File: src/core/nbu_pkg.sv
// Package for the nine-bit UART with address match
package nbu_pkg;
   // ****************************************
   // Register offsets (byte addresses)
   // ****************************************
   localparam logic [7:0] OFS_CONTROL = 8'h00;
   localparam logic [7:0] OFS_DATA = 8'h04;
   localparam logic [7:0] OFS_ADDR = 8'h08;
   localparam logic [7:0] OFS_MASK = 8'h0c;
   localparam logic [7:0] OFS_BAUD = 8'h10;
   // ****************************************
   // Control register fields
   // ****************************************
   localparam int CTL_RXDONE = 0;
   localparam int CTL_TXDONE = 1;
   localparam int CTL_RXNINTH = 2;
   localparam int CTL_TXNINTH = 3;
   localparam int CTL_RXEN = 4;
   localparam int CTL_MPEN = 5;
   localparam int CTL_MODE1 = 6;
   localparam int CTL_TOP = 7;
   // Baud register fields
   localparam int BD_RELOAD = 0;
   localparam int BD_BRT = 8;
   localparam int BD_DOUBLE = 16;
   localparam int BD_FESEL = 17;
   localparam int BD_SRCSEL = 18;
   localparam int BD_T1FAST = 19;
   localparam int BD_BRTFAST = 20;
   // ****************************************
   // Reset values and counts
   // ****************************************
   localparam logic [7:0] RST_BYTE = 8'h00;
   localparam logic [3:0] SAMPLE_A = 4'h7;
   localparam logic [3:0] SAMPLE_B = 4'h8;
   localparam logic [3:0] SAMPLE_C = 4'h9;
   localparam logic [3:0] FRAME9_BITS = 4'hb;
   localparam logic [3:0] FRAME8_BITS = 4'ha;
   localparam logic [3:0] SLOW_DIV = 4'hb;
   localparam logic [8:0] TIMER_TOP = 9'h100;
   // Mode-2 tick divisor: 16 ticks per bit at clock/32 or clock/64
   localparam logic [1:0] M2_DIV_FAST = 2'h1;
   localparam logic [1:0] M2_DIV_SLOW = 2'h3;
   // Bus request carrier
   typedef struct packed {
      logic [7:0] adr;
      logic [31:0] dat;
      logic [3:0] sel;
      logic we;
   } nbu_req_s;
   typedef enum logic [1:0] {
      RX_IDLE = 2'b00,
      RX_BITS = 2'b01
   } nbu_rx_e;
endpackage : nbu_pkg

File: src/core/nbu_uart.sv
// Nine-bit UART core with Wishbone register slave and address match
// Contract
// - 9-bit frames: start 0, eight data LSB first, ninth bit, stop 1.
// - Transmit ninth bit from tx_ninth_bit; received ninth bit into rx_ninth_bit.
// - Mode 2 bit rate is clock/64, or clock/32 with baud_double.
// - Data write requests send; start waits for next divide-by-16 rollover.
// - Send start then data; done flag set at eleventh rollover.
// - Falling edge at 16x resets counter and presets shift register to ones.
// - Each bit sampled at states 7, 8, 9 with majority vote.
// - Non-zero voted start bit abandons frame, edge search resumes.
// - Load only if rx_done clear and (multiproc off or ninth one).
// - Modes 2,3: stop bit value never affects buffer, ninth bit or done flag.
// - Mode 3 rate is 2^baud_double/32 of timer1 or baud timer overflow.
// - Timer overflow is clock/(256-reload), further /12 unless sped up.
// - Receive starts on edge only with rx_enable; mode 0 on enable (code never starts receive in mode 0).
// - Missing stop sets framing error; top bit shows it when selected.
// - Framing error stays until software clears it.
// - Multiproc ignored in mode 0; mode 1 needs valid stop.
// - Modes 2,3 multiproc: ninth one and address match needed.
// - Mode 1 multiproc: valid stop and address match needed.
// - Given address compares only bits whose mask bit is one.
// - Broadcast is addr OR mask; zero bits are don't care.
// - Address and mask reset to zero, so every address matches.
// - Two mode bits select mode; both zero is shift-register mode (code has no shift-register mode, it only blocks receive there).
// - Mode 1 frame is ten bits; stop bit goes to rx_ninth_bit.
`timescale 1ns/1ns
module nbu_uart
   import nbu_pkg::*;
(
   input wire logic clk_sys,
   input wire logic rst,
   input wire logic clkEn,
   input wire logic wbCyc,
   input wire logic wbStb,
   input wire logic wbWe,
   input wire logic [7:0] wbAdr,
   input wire logic [31:0] wbDatIn,
   input wire logic [3:0] wbSel,
   output logic [31:0] wbDatOut,
   output logic wbAck,
   input wire logic rxPin,
   output logic txPin,
   output logic serialIrq
);
   import nbu_pkg::*;
   // ****************************************
   // Registers and state
   // ****************************************
   logic [7:0] ctl;
   logic [20:0] baud;
   logic [7:0] rxBuf;
   logic [7:0] slaveAddr;
   logic [7:0] slaveAddrMask;
   logic frameErr;
   logic modeTop;
   logic [2:0] rxSync;
   logic rxLevel;
   logic [1:0] m2Div;
   logic [3:0] preDiv;
   logic [8:0] timerCnt;
   logic [3:0] txPhase;
   logic [3:0] rxPhase;
   logic [10:0] txShift;
   logic [3:0] txBits;
   logic txReq;
   logic txBusy;
   nbu_rx_e rxState;
   logic [8:0] rxShift;
   logic [3:0] rxBits;
   logic [1:0] voteCnt;
   logic stopSeen;
   // ****************************************
   // Bus decode
   // ****************************************
   wire busHit = wbCyc & wbStb & ~wbAck;
   wire busWr = busHit & wbWe & wbSel[0];
   wire wrCtl = busWr && wbAdr == OFS_CONTROL;
   wire wrData = busWr && wbAdr == OFS_DATA;
   wire wrAddr = busWr && wbAdr == OFS_ADDR;
   wire wrMask = busWr && wbAdr == OFS_MASK;
   wire wrBaud = busWr && wbAdr == OFS_BAUD;
   wire feSel = baud[BD_FESEL];
   wire [1:0] mode = {modeTop, ctl[CTL_MODE1]};
   wire topBit = feSel ? frameErr : modeTop;
   wire [31:0] rdMux = (wbAdr == OFS_CONTROL) ? {24'h0, topBit, ctl[6:0]} :
      (wbAdr == OFS_DATA) ? {24'h0, rxBuf} :
      (wbAdr == OFS_ADDR) ? {24'h0, slaveAddr} :
      (wbAdr == OFS_MASK) ? {24'h0, slaveAddrMask} :
      (wbAdr == OFS_BAUD) ? {11'h0, baud} : 32'h0;
   // ****************************************
   // Baud tick generation
   // ****************************************
   wire fastSrc = baud[BD_SRCSEL] ? baud[BD_BRTFAST] : baud[BD_T1FAST];
   wire [7:0] reload = baud[BD_SRCSEL] ? baud[BD_BRT +: 8] : baud[BD_RELOAD +: 8];
   wire preTick = fastSrc | (preDiv == SLOW_DIV);
   wire tmrOvf = preTick && timerCnt == TIMER_TOP - 9'h1;
   wire m2Tick = m2Div == (baud[BD_DOUBLE] ? M2_DIV_FAST : M2_DIV_SLOW);
   // Overflow gives 16x tick directly at /16 with baud_double, /32 needs halving
   logic ovfHalf;
   wire m3Tick = tmrOvf & (baud[BD_DOUBLE] | ovfHalf);
   wire tick = (mode == 2'b10) ? m2Tick : m3Tick;
   // Divider processes
   always_ff @(posedge clk_sys or posedge rst) begin
      if (rst) begin
         m2Div <= 2'h0;
         preDiv <= 4'h0;
         timerCnt <= 9'h0;
         ovfHalf <= 1'b0;
      end else if (clkEn) begin
         m2Div <= m2Tick ? 2'h0 : m2Div + 2'h1;
         preDiv <= preTick ? 4'h0 : preDiv + 4'h1;
         if (tmrOvf) begin
            timerCnt <= {1'b0, reload};
            ovfHalf <= ~ovfHalf;
         end else if (preTick) begin
            timerCnt <= (timerCnt < {1'b0, reload}) ? {1'b0, reload} : timerCnt + 9'h1;
         end
      end
   end
   // ****************************************
   // Transmitter
   // ****************************************
   wire txRoll = tick && txPhase == 4'hf;
   wire nine = mode[1];
   // Start roll is the first rollover, so the frame ends when the stop bit begins
   wire txFinish = txBusy && txRoll && txBits == (nine ? FRAME9_BITS : FRAME8_BITS) - 4'h2;
   // Transmit sequencing
   always_ff @(posedge clk_sys or posedge rst) begin
      if (rst) begin
         txPhase <= 4'h0;
         txShift <= 11'h7ff;
         txBits <= 4'h0;
         txReq <= 1'b0;
         txBusy <= 1'b0;
         txPin <= 1'b1;
      end else if (clkEn) begin
         if (tick) begin
            txPhase <= txPhase + 4'h1;
         end
         if (wrData) begin
            txReq <= 1'b1;
            txShift <= {1'b1, nine ? ctl[CTL_TXNINTH] : 1'b1, wbDatIn[7:0], 1'b0};
         end else if (txRoll && txReq && !txBusy) begin
            txReq <= 1'b0;
            txBusy <= 1'b1;
            txBits <= 4'h0;
            txPin <= 1'b0;
         end else if (txRoll && txBusy) begin
            txShift <= {1'b1, txShift[10:1]};
            txPin <= txShift[1];
            txBits <= txBits + 4'h1;
            if (txFinish) begin
               txBusy <= 1'b0;
               txPin <= 1'b1;
            end
         end
      end
   end
   // ****************************************
   // Receiver
   // ****************************************
   wire sampleNow = tick && (rxPhase == SAMPLE_A || rxPhase == SAMPLE_B
      || rxPhase == SAMPLE_C);
   wire rxRoll = tick && rxPhase == 4'hf;
   wire rxLast = rxRoll && rxBits == (nine ? FRAME9_BITS : FRAME8_BITS) - 4'h1;
   wire stopOk = stopSeen;
   wire [7:0] rxByte = nine ? rxShift[7:0] : rxShift[8:1];
   wire ninthIn = nine ? rxShift[8] : stopOk;
   wire givenHit = ((rxByte ^ slaveAddr) & slaveAddrMask) == 8'h00;
   wire [7:0] bcast = slaveAddr | slaveAddrMask;
   wire bcastHit = ((~rxByte) & bcast) == 8'h00;
   wire addrHit = givenHit | bcastHit;
   wire mpOk = !ctl[CTL_MPEN] || (nine ? (rxShift[8] & addrHit) : (stopOk & addrHit));
   wire rxAccept = !ctl[CTL_RXDONE] && mpOk;
   // Pin synchroniser, stages 2 and 3 agree before a level change counts
   always_ff @(posedge clk_sys or posedge rst) begin
      if (rst) begin
         rxSync <= 3'h7;
         rxLevel <= 1'b1;
      end else if (clkEn) begin
         rxSync <= {rxSync[1:0], rxPin};
         if (rxSync[2] == rxSync[1]) begin
            rxLevel <= rxSync[2];
         end
      end
   end
   // Receive sequencing
   always_ff @(posedge clk_sys or posedge rst) begin
      if (rst) begin
         rxState <= RX_IDLE;
         rxPhase <= 4'h0;
         rxShift <= 9'h1ff;
         rxBits <= 4'h0;
         voteCnt <= 2'h0;
         stopSeen <= 1'b0;
      end else if (clkEn) begin
         unique case (rxState)
            RX_IDLE: begin
               if (tick) begin
                  rxPhase <= rxPhase + 4'h1;
               end
               if (tick && !rxLevel && ctl[CTL_RXEN] && mode != 2'b00) begin
                  rxState <= RX_BITS;
                  rxPhase <= 4'h0;
                  rxShift <= 9'h1ff;
                  rxBits <= 4'h0;
                  voteCnt <= 2'h0;
               end
            end
            RX_BITS: begin
               if (tick) begin
                  rxPhase <= rxPhase + 4'h1;
               end
               if (sampleNow && rxLevel && voteCnt != 2'h3) begin
                  voteCnt <= voteCnt + 2'h1;
               end
               if (rxRoll) begin
                  voteCnt <= 2'h0;
                  rxBits <= rxBits + 4'h1;
                  if (rxBits == 4'h0 && voteCnt[1]) begin
                     rxState <= RX_IDLE;
                  end else if (rxLast) begin
                     stopSeen <= voteCnt[1];
                     rxState <= RX_IDLE;
                  end else if (rxBits != 4'h0) begin
                     rxShift <= {voteCnt[1], rxShift[8:1]};
                  end
               end
            end
            default: rxState <= RX_IDLE;
         endcase
      end
   end
   // Delayed commit one cycle after final rollover
   logic commitPend;
   always_ff @(posedge clk_sys or posedge rst) begin
      if (rst) begin
         commitPend <= 1'b0;
      end else if (clkEn) begin
         commitPend <= rxState == RX_BITS && rxLast && !(rxBits == 4'h0);
      end
   end
   wire rxCommit = commitPend && (nine || stopOk) && rxAccept;
   // ****************************************
   // Software registers
   // ****************************************
   always_ff @(posedge clk_sys or posedge rst) begin
      if (rst) begin
         ctl <= RST_BYTE;
         modeTop <= 1'b0;
         frameErr <= 1'b0;
         baud <= 21'h0;
         rxBuf <= RST_BYTE;
         slaveAddr <= RST_BYTE;
         slaveAddrMask <= RST_BYTE;
      end else if (clkEn) begin
         if (wrCtl) begin
            ctl <= wbDatIn[7:0];
            if (feSel) begin
               frameErr <= wbDatIn[CTL_TOP] & frameErr;
            end else begin
               modeTop <= wbDatIn[CTL_TOP];
            end
         end
         if (wrAddr) begin
            slaveAddr <= wbDatIn[7:0];
         end
         if (wrMask) begin
            slaveAddrMask <= wbDatIn[7:0];
         end
         if (wrBaud) begin
            baud <= wbDatIn[20:0];
         end
         if (commitPend && !stopOk) begin
            frameErr <= 1'b1;
         end
         if (txFinish) begin
            ctl[CTL_TXDONE] <= 1'b1;
         end
         if (rxCommit) begin
            rxBuf <= rxByte;
            ctl[CTL_RXNINTH] <= ninthIn;
            ctl[CTL_RXDONE] <= 1'b1;
         end
      end
   end
   // Bus answer and interrupt output
   always_ff @(posedge clk_sys or posedge rst) begin
      if (rst) begin
         wbAck <= 1'b0;
         wbDatOut <= 32'h0;
         serialIrq <= 1'b0;
      end else if (clkEn) begin
         wbAck <= busHit;
         wbDatOut <= busHit ? rdMux : 32'h0;
         serialIrq <= ctl[CTL_RXDONE] | ctl[CTL_TXDONE];
      end
   end
endmodule : nbu_uart

File: config.mk
export PLATFORM = sky130hd
export DESIGN_NAME = nbu_uart
export DESIGN_NICKNAME = d
export VERILOG_FILES = /design/src/core/nbu_pkg.sv /design/src/core/nbu_uart.sv
export SDC_FILE = /design/constraint.sdc
export NUM_CORES = 1
export LEC_CHECK = 0
export BUFFER_PORTS_ARGS = -buffer_cell sky130_fd_sc_hd__buf_2
export CORE_ASPECT_RATIO = 0.9
export CORE_MARGIN = 5
export CORE_UTILIZATION = 55
export CTS_CLUSTER_SIZE = 10
export DETAILED_ROUTE_END_ITERATION = 6
export PLACE_DENSITY = 0.84
export SYNTH_ARGS = -nofsm -noshare
export SYNTH_HDL_FRONTEND = slang
export SYNTH_SLANG_ARGS = --single-unit
File: constraint.sdc
create_clock -name clk_sys -period 7.9 [get_ports clk_sys]
set_clock_uncertainty 0.2 [all_clocks]
set_input_delay 0.79 -clock clk_sys [delete_from_list [all_inputs] [get_ports clk_sys]]
set_output_delay 0.79 -clock clk_sys [all_outputs]
set_load 0.005 [all_outputs]
==> results of run 1 <==
## placed cells by master, fill, tap and decap left out, types with 17 or more instances in the layout
cell type,instances
dfrtp_1,116
nand2_1,68
buf_2,60
o21ai_0,53
nor2_1,46
mux2_2,46
mux2i_1,42
a21oi_1,37
dfstp_2,23
inv_1,21
ha_1,18
clkbuf_16,17
## area by class of cell
| type | instances | area, sq um |
|---|---|---|
| fill | 980 | 4850 |
| clock buffer | 21 | 480 |
| sequential | 139 | 3510 |
| multi-input combinational | 521 | 3600 |
| inverter | 22 | 87.6 |
| clock inverter | 11 | 213 |
| tap | 168 | 210 |
| timing repair buffer | 62 | 315 |
## metal layers
| metal | wire [um] | GRT usage [%] | part of all wire [%] |
|---|---|---|---|
| met1 | 7480 | 30.3 | 42 |
| met2 | 8200 | 35.4 | 45 |
| met3 | 1550 | 7.59 | 8.6 |
| met4 | 795 | 10.3 | 4.4 |
| met5 | 0 | 0 | 0 |
## power breakdown
part | switching, W | internal (W) | total, W
clock | 0.000301 | 0.000625 | 0.000926
sequential | 0.0000320 | 0.000751 | 0.000783
combinational | 0.0000958 | 0.0000667 | 0.000163
## worst reg2reg max path, cell delays in order, from the launching register on
cell	delay [ns]
dfrtp_1	0.41
ha_1	0.20
nand2_1	0.10
nor3_1	0.27
ha_1	0.25
inv_1	0.07
a2111o_1	0.45
a21o_1	0.36
or4_4	0.62
or3_1	0.36
a21oi_1	0.15
## worst max-delay path by stage
stage,startpoint,end,slack (ns)
final,timerCnt[1],txBits[3],4.39
after global routing,baud[18],timerCnt[0],4.13
after CTS,timerCnt[1],txBits[3],4.42
after detailed placement,clkEn,txBits[3],4.19
after global placement,clkEn,txBits[3],4.22
after floorplan,rst,baud[0],3.22
## metrics by stage
step                power [W]  std cells
floorplan            0.000907        731
global placement     0.000945        912
detailed placement   0.000951        912
CTS                   0.00188        944
global route          0.00194        944
finish                0.00187        944
## state kept, by name, summed over array words and instances, names as in the netlist, 2 cells and up
register and flops:
baud 21, ctl 7, m2Div 2, preDiv 4, rxBits 4, rxBuf 8
rxPhase 4, rxShift 9, rxSync 3, slaveAddr 8, slaveAddrMask 8, timerCnt 9
txBits 4, txPhase 4, txShift 9, voteCnt 2, wbDatOut 21
## logic make-up after synthesis
| family | synth area share, % |
|---|---|
| and+or+nand+nor | 13.8 |
| AOI/OAI and AO/OA | 16.1 |
| DFF | 47.5 |
| muxes | 13.3 |
| buffers and inverters | 4.24 |
| adders and majority gates | 3.05 |
| xor gates and xnor gates | 1.90 |
| other | 0.0508 |
==> impl_metrics.yaml, run 1 <==
placed_design:
  globalplace.congestion: 0.929
  dpl_cell_area_sq_um: 7720
  portBuffers: 60
  dp_hpwl_um: 12200
  dp_slack_ns: 4.19
detailed_routing:
  drt-total-wl_um: 18000
  via_per_inst: 6.28
  drt_iter0_drc: 599
  drc_errors: 0
  final_antenna_net_count: 0
  vias: 5928
  routedWlPerCell_um: 19.1
  drt_pass1_iterations: 5
logic_synthesis:
  syn_inst: 721
  synth_top_area_cell: "dfrtp_1"
  synthTopCellsByArea: "dfrtp_1 39%, dfstp_2 8.2%, mux2_2 7.0%"
  synth.top_cell.area_share_pct: 39.3
  synth.top_cells.by_count: "116 x dfrtp_1, 68 x nand2_1, 53 x o21ai_0"
  synth-seq-cells: 139
  yosysSeqAreaShare_pct: 47.5
  synthArstFlopShare_pct: 100
  post-synth-top-count-cell: "dfrtp_1"
  syn_area_sq_um: 7380
  syn_area_per_cell_sq_um: 10.2
  dominantRegCellSynth: "dfrtp_1"
  ys_types: 62
  synth-edff-count: 0
  yosysWarnings: 0
critical_path:
  cpMostUsedCell: "ha_1"
  r2r_cells: 10
  slowest_delay_ns: 0.62
  cp.arrival_ns: 3.67
  path_delay_family: "simple AND/OR/NAND/NOR gates"
  worstPathCellList: "ha_1 -> nand2_1 -> nor3_1 -> ha_1 -> inv_1 -> a2111o_1 -> a21o_1 -> or4_4 -> or3_1 -> a21oi_1"
  reg2reg_to: "txBits[3]"
  cp_max_fo: 15
  path_depth: 10
  start_kind: "flip-flop"
  worst-setup-path-type: "reg2reg"
  worstPathRequired_ns: 8.05
  worst-path-buf-inv: 1
  r2r_slack_ns: 4.39
  worst_r2r_startpoint: "timerCnt[1]"
  cp_slowest_cell: "or4_4"
  end_kind: "flip-flop"
timing:
  setup-tns-final_ns: 0
  fin_crit_sh_pct: 44.5
  fmax_ghz: 0.285
  final-setup-viol-count: 0
  whs_ns: 0.204
  setup_ws_ns: 4.39
  maxSlewHeadroom_pct: 22.6
  rsz0062_at_grt: "false"
  tightestPinTransition_ns: 1.16
  drv_slew: 0
  hold_viol: 0
  fin_crit_ns: 3.51
cells_and_area:
  insertedDiodeCount: 0
  drive_gt1_share_pct: 22.2
  fin_util_pct: 63.4
  syn_to_final_growth_pct: 14.0
  nets: 832
  final_cell_area_sq_um: 8410
floorplanning:
  core_area_sq_um: 13300
  initial_core_util_pct: 55.6
  die_w_um: 132
  die-area_sq_um: 15800
  die_y_um: 120
  pin_count: 86
  placementRows: 40
grt:
  overflow: 0
  grt_first_pass_wirelength_um: 29300
  grt_max_degree: 84
  grt_pass1_vias: 5765
  antenna_found_initial: 0
  track_usage_pct: 23.2
clock_network:
  hold_buffers: 0
  clk_latency_ns: 0.43
  root_buffer: "clkbuf_16"
  cts_sinks: 139
  post-cts-setup-buffer-count: 0
  clockBufferDepth: 2
  cts_tree: "done"
  clk_pin_slew_worst_paths_ns: 0.06
  htreeDepth: 4
  cts-buffers-inserted: 17
  cts_resized: 0
pwr:
  ir_worst_vdd_mv: 0.159
  p_per_area_nw_per_um2: 222
  p_leak_nw: 3.79
run:
  maxCapViolCount: 0
min_path:
  hold_path.class: "in2async"
outcome:
  status: "finished, final reports clean"
(Power assumes the default switching activity.)
==> run 2, diff against run 1 <==
Clock period 7.9 ns to 3.6 ns, I/O delays scaled along.
==> run 2 against run 1 <==
Against the previous run: clock power up 90%; via count rose by 1.1%; non-clock buffer count increased by 28; critical path depth is the same; critical path type unchanged; highest routed layer unchanged.
==> impl_metrics.yaml, run 2 (synthesis results as in run 1) <==
outcome:
  status: "finished, final reports clean"
timing:
  final-setup-viol-count: 0
  fin_crit_ns: 3.27
  fmax_ghz: 0.306
  whs_ns: 0.0817
  setup_ws_ns: 0.327
  fin_crit_sh_pct: 90.9
  hold_viol: 0
  drv_slew: 0
  setup-tns-final_ns: 0
  maxSlewHeadroom_pct: 33.8
  rsz0062_at_grt: "false"
  tightestPinTransition_ns: 0.991
grt:
  track_usage_pct: 23.4
  antenna_found_initial: 0
  grt_first_pass_wirelength_um: 29600
  overflow: 0
  grt_pass1_vias: 5732
  grt_max_degree: 51
detailed_routing:
  vias: 5992
  drc_errors: 0
  drt_pass1_iterations: 6
  via_per_inst: 6.16
  final_antenna_net_count: 0
  drt-total-wl_um: 18200
  routedWlPerCell_um: 18.8
  drt_iter0_drc: 532
cells_and_area:
  final_cells: 972
  nets: 860
  layout_commonest_cell: "dfrtp_1"
  insertedDiodeCount: 0
  layout_common_cells: "116 x dfrtp_1, 68 x nand2_1, 60 x buf_2"
  syn_to_final_growth_pct: 16.5
  largestRegisters: "baud x21, wbDatOut x21"
  fin_util_pct: 64.8
  fillers: 959
  drive_gt1_share_pct: 22.8
clock_network:
  cts_sinks: 139
  clk_pin_slew_worst_paths_ns: 0.06
  clk_latency_ns: 0.43
  cts-buffers-inserted: 17
  root_buffer: "clkbuf_16"
  clockBufferDepth: 2
  cts_tree: "done"
  htreeDepth: 4
  post-cts-setup-buffer-count: 0
critical_path:
  cp_slowest_cell: "or4_4"
  cp_max_fo: 6
  worstPathCellList: "ha_1 -> nand2_1 -> nor3_1 -> ha_1 -> inv_1 -> a2111o_1 -> a21o_1 -> or4_4 -> or3_1 -> a21oi_1"
  start_kind: "flip-flop"
  end_kind: "flip-flop"
  worstPathRequired_ns: 3.75
  cpMostUsedCell: "ha_1"
  slowest_delay_ns: 0.54
  cp.arrival_ns: 3.42
  worst-setup-path-type: "reg2reg"
min_path:
  hold_path.class: "in2reg"
pwr:
  p_leak_nw: 3.88
  p_per_area_nw_per_um2: 448
  ir_worst_vdd_mv: 0.404
placed_design:
  portBuffers: 60
  dp_cells: 925
  dp_hpwl_um: 12500
  dp_slack_ns: 0.402
  globalplace.congestion: 0.937
floorplanning:
  core_area_sq_um: 13300
  die_y_um: 120
  pin_count: 86
  die-area_sq_um: 15800
  initial_core_util_pct: 55.6
  die_w_um: 132
  placementRows: 40
run:
  maxCapViolCount: 0
[run 2: changes by cell type in the layout (fill, tap and decap cells not counted), sizes merged]
| cell | previous run | this run |
|---|---|---|
| dlygate4sd3 | 0 | 15 |
| buf | 62 | 75 |
| bufinv | 6 | 2 |
| clkbuf | 21 | 25 |
| clkinvlp | 0 | 2 |
| clkinv | 5 | 4 |
| inv | 22 | 21 |
[run 2: layout make-up]
type / count / area, sq um / area share, %
well taps: 168 / 210 / 2.45
clock buffers: 25 / 515 / 6.00
clock inverters: 7 / 87.6 / 1.02
repair buffers: 90 / 588 / 6.84
inverters: 22 / 86.3 / 1.00
flip-flops and latches: 139 / 3510 / 40.8
multi-input cells: 521 / 3600 / 41.9
[run 2: per-stage QoR]
stage	total power [W]	area, sq um
CTS	0.00387	8590
global route	0.00400	8590
detailed placement	0.00210	7840
finish	0.00385	8590
global placement	0.00208	7840
floorplan	0.00199	7420
[run 2: what timing repair did]
action,in CTS,in global routing
hold endpoints to repair,40,0
setup endpoints to repair,0,0
gates resized for setup,0,0
hold buffers,15,0
[run 2: final timing paths]
| kind | end | slack (ns) | cells after the start | start |
|---|---|---|---|---|
| max | txBits[3] | 0.33 | 10 | timerCnt[0] |
| min | slaveAddrMask[7] | 0.08 | 2 | wbDatIn[7] |
| max reg2reg | txBits[3] | 0.33 | 10 | timerCnt[0] |
| min reg2reg | txShift[9] | 0.26 | 2 | txShift[9] |
| max in group asynchronous | txShift[7] | 1.87 | 4 | rst |
| min in group asynchronous | serialIrq | 0.52 | 3 | rst |
[run 2: critical path, delay by kind of cell, from the launching register on]
kind            cells  cell delay (ns)
simple gates        4             1.29
compound gates      3             0.79
fa+ha+maj           2             0.45
flops               1             0.40
buf+inv             1             0.07
[run 2: where the power goes]
| part | switching [W] | total (W) | internal, W |
|---|---|---|---|
| clock | 0.000635 | 0.00176 | 0.00112 |
| sequential | 0.0000648 | 0.00171 | 0.00165 |
| combinational | 0.000214 | 0.000378 | 0.000164 |
| total | 0.000914 | 0.00385 | 0.00294 |
[run 2: routing by layer]
| metal | routed length (um) | vias up | GRT usage [%] |
|---|---|---|---|
| li1 | - | 2765 | - |
| met1 | 7650 | 2890 | 30.7 |
| met2 | 8530 | 282 | 36.5 |
| met3 | 1440 | 55 | 6.12 |
| met4 | 628 | 0 | 10.5 |
| met5 | 0 | - | 0 |
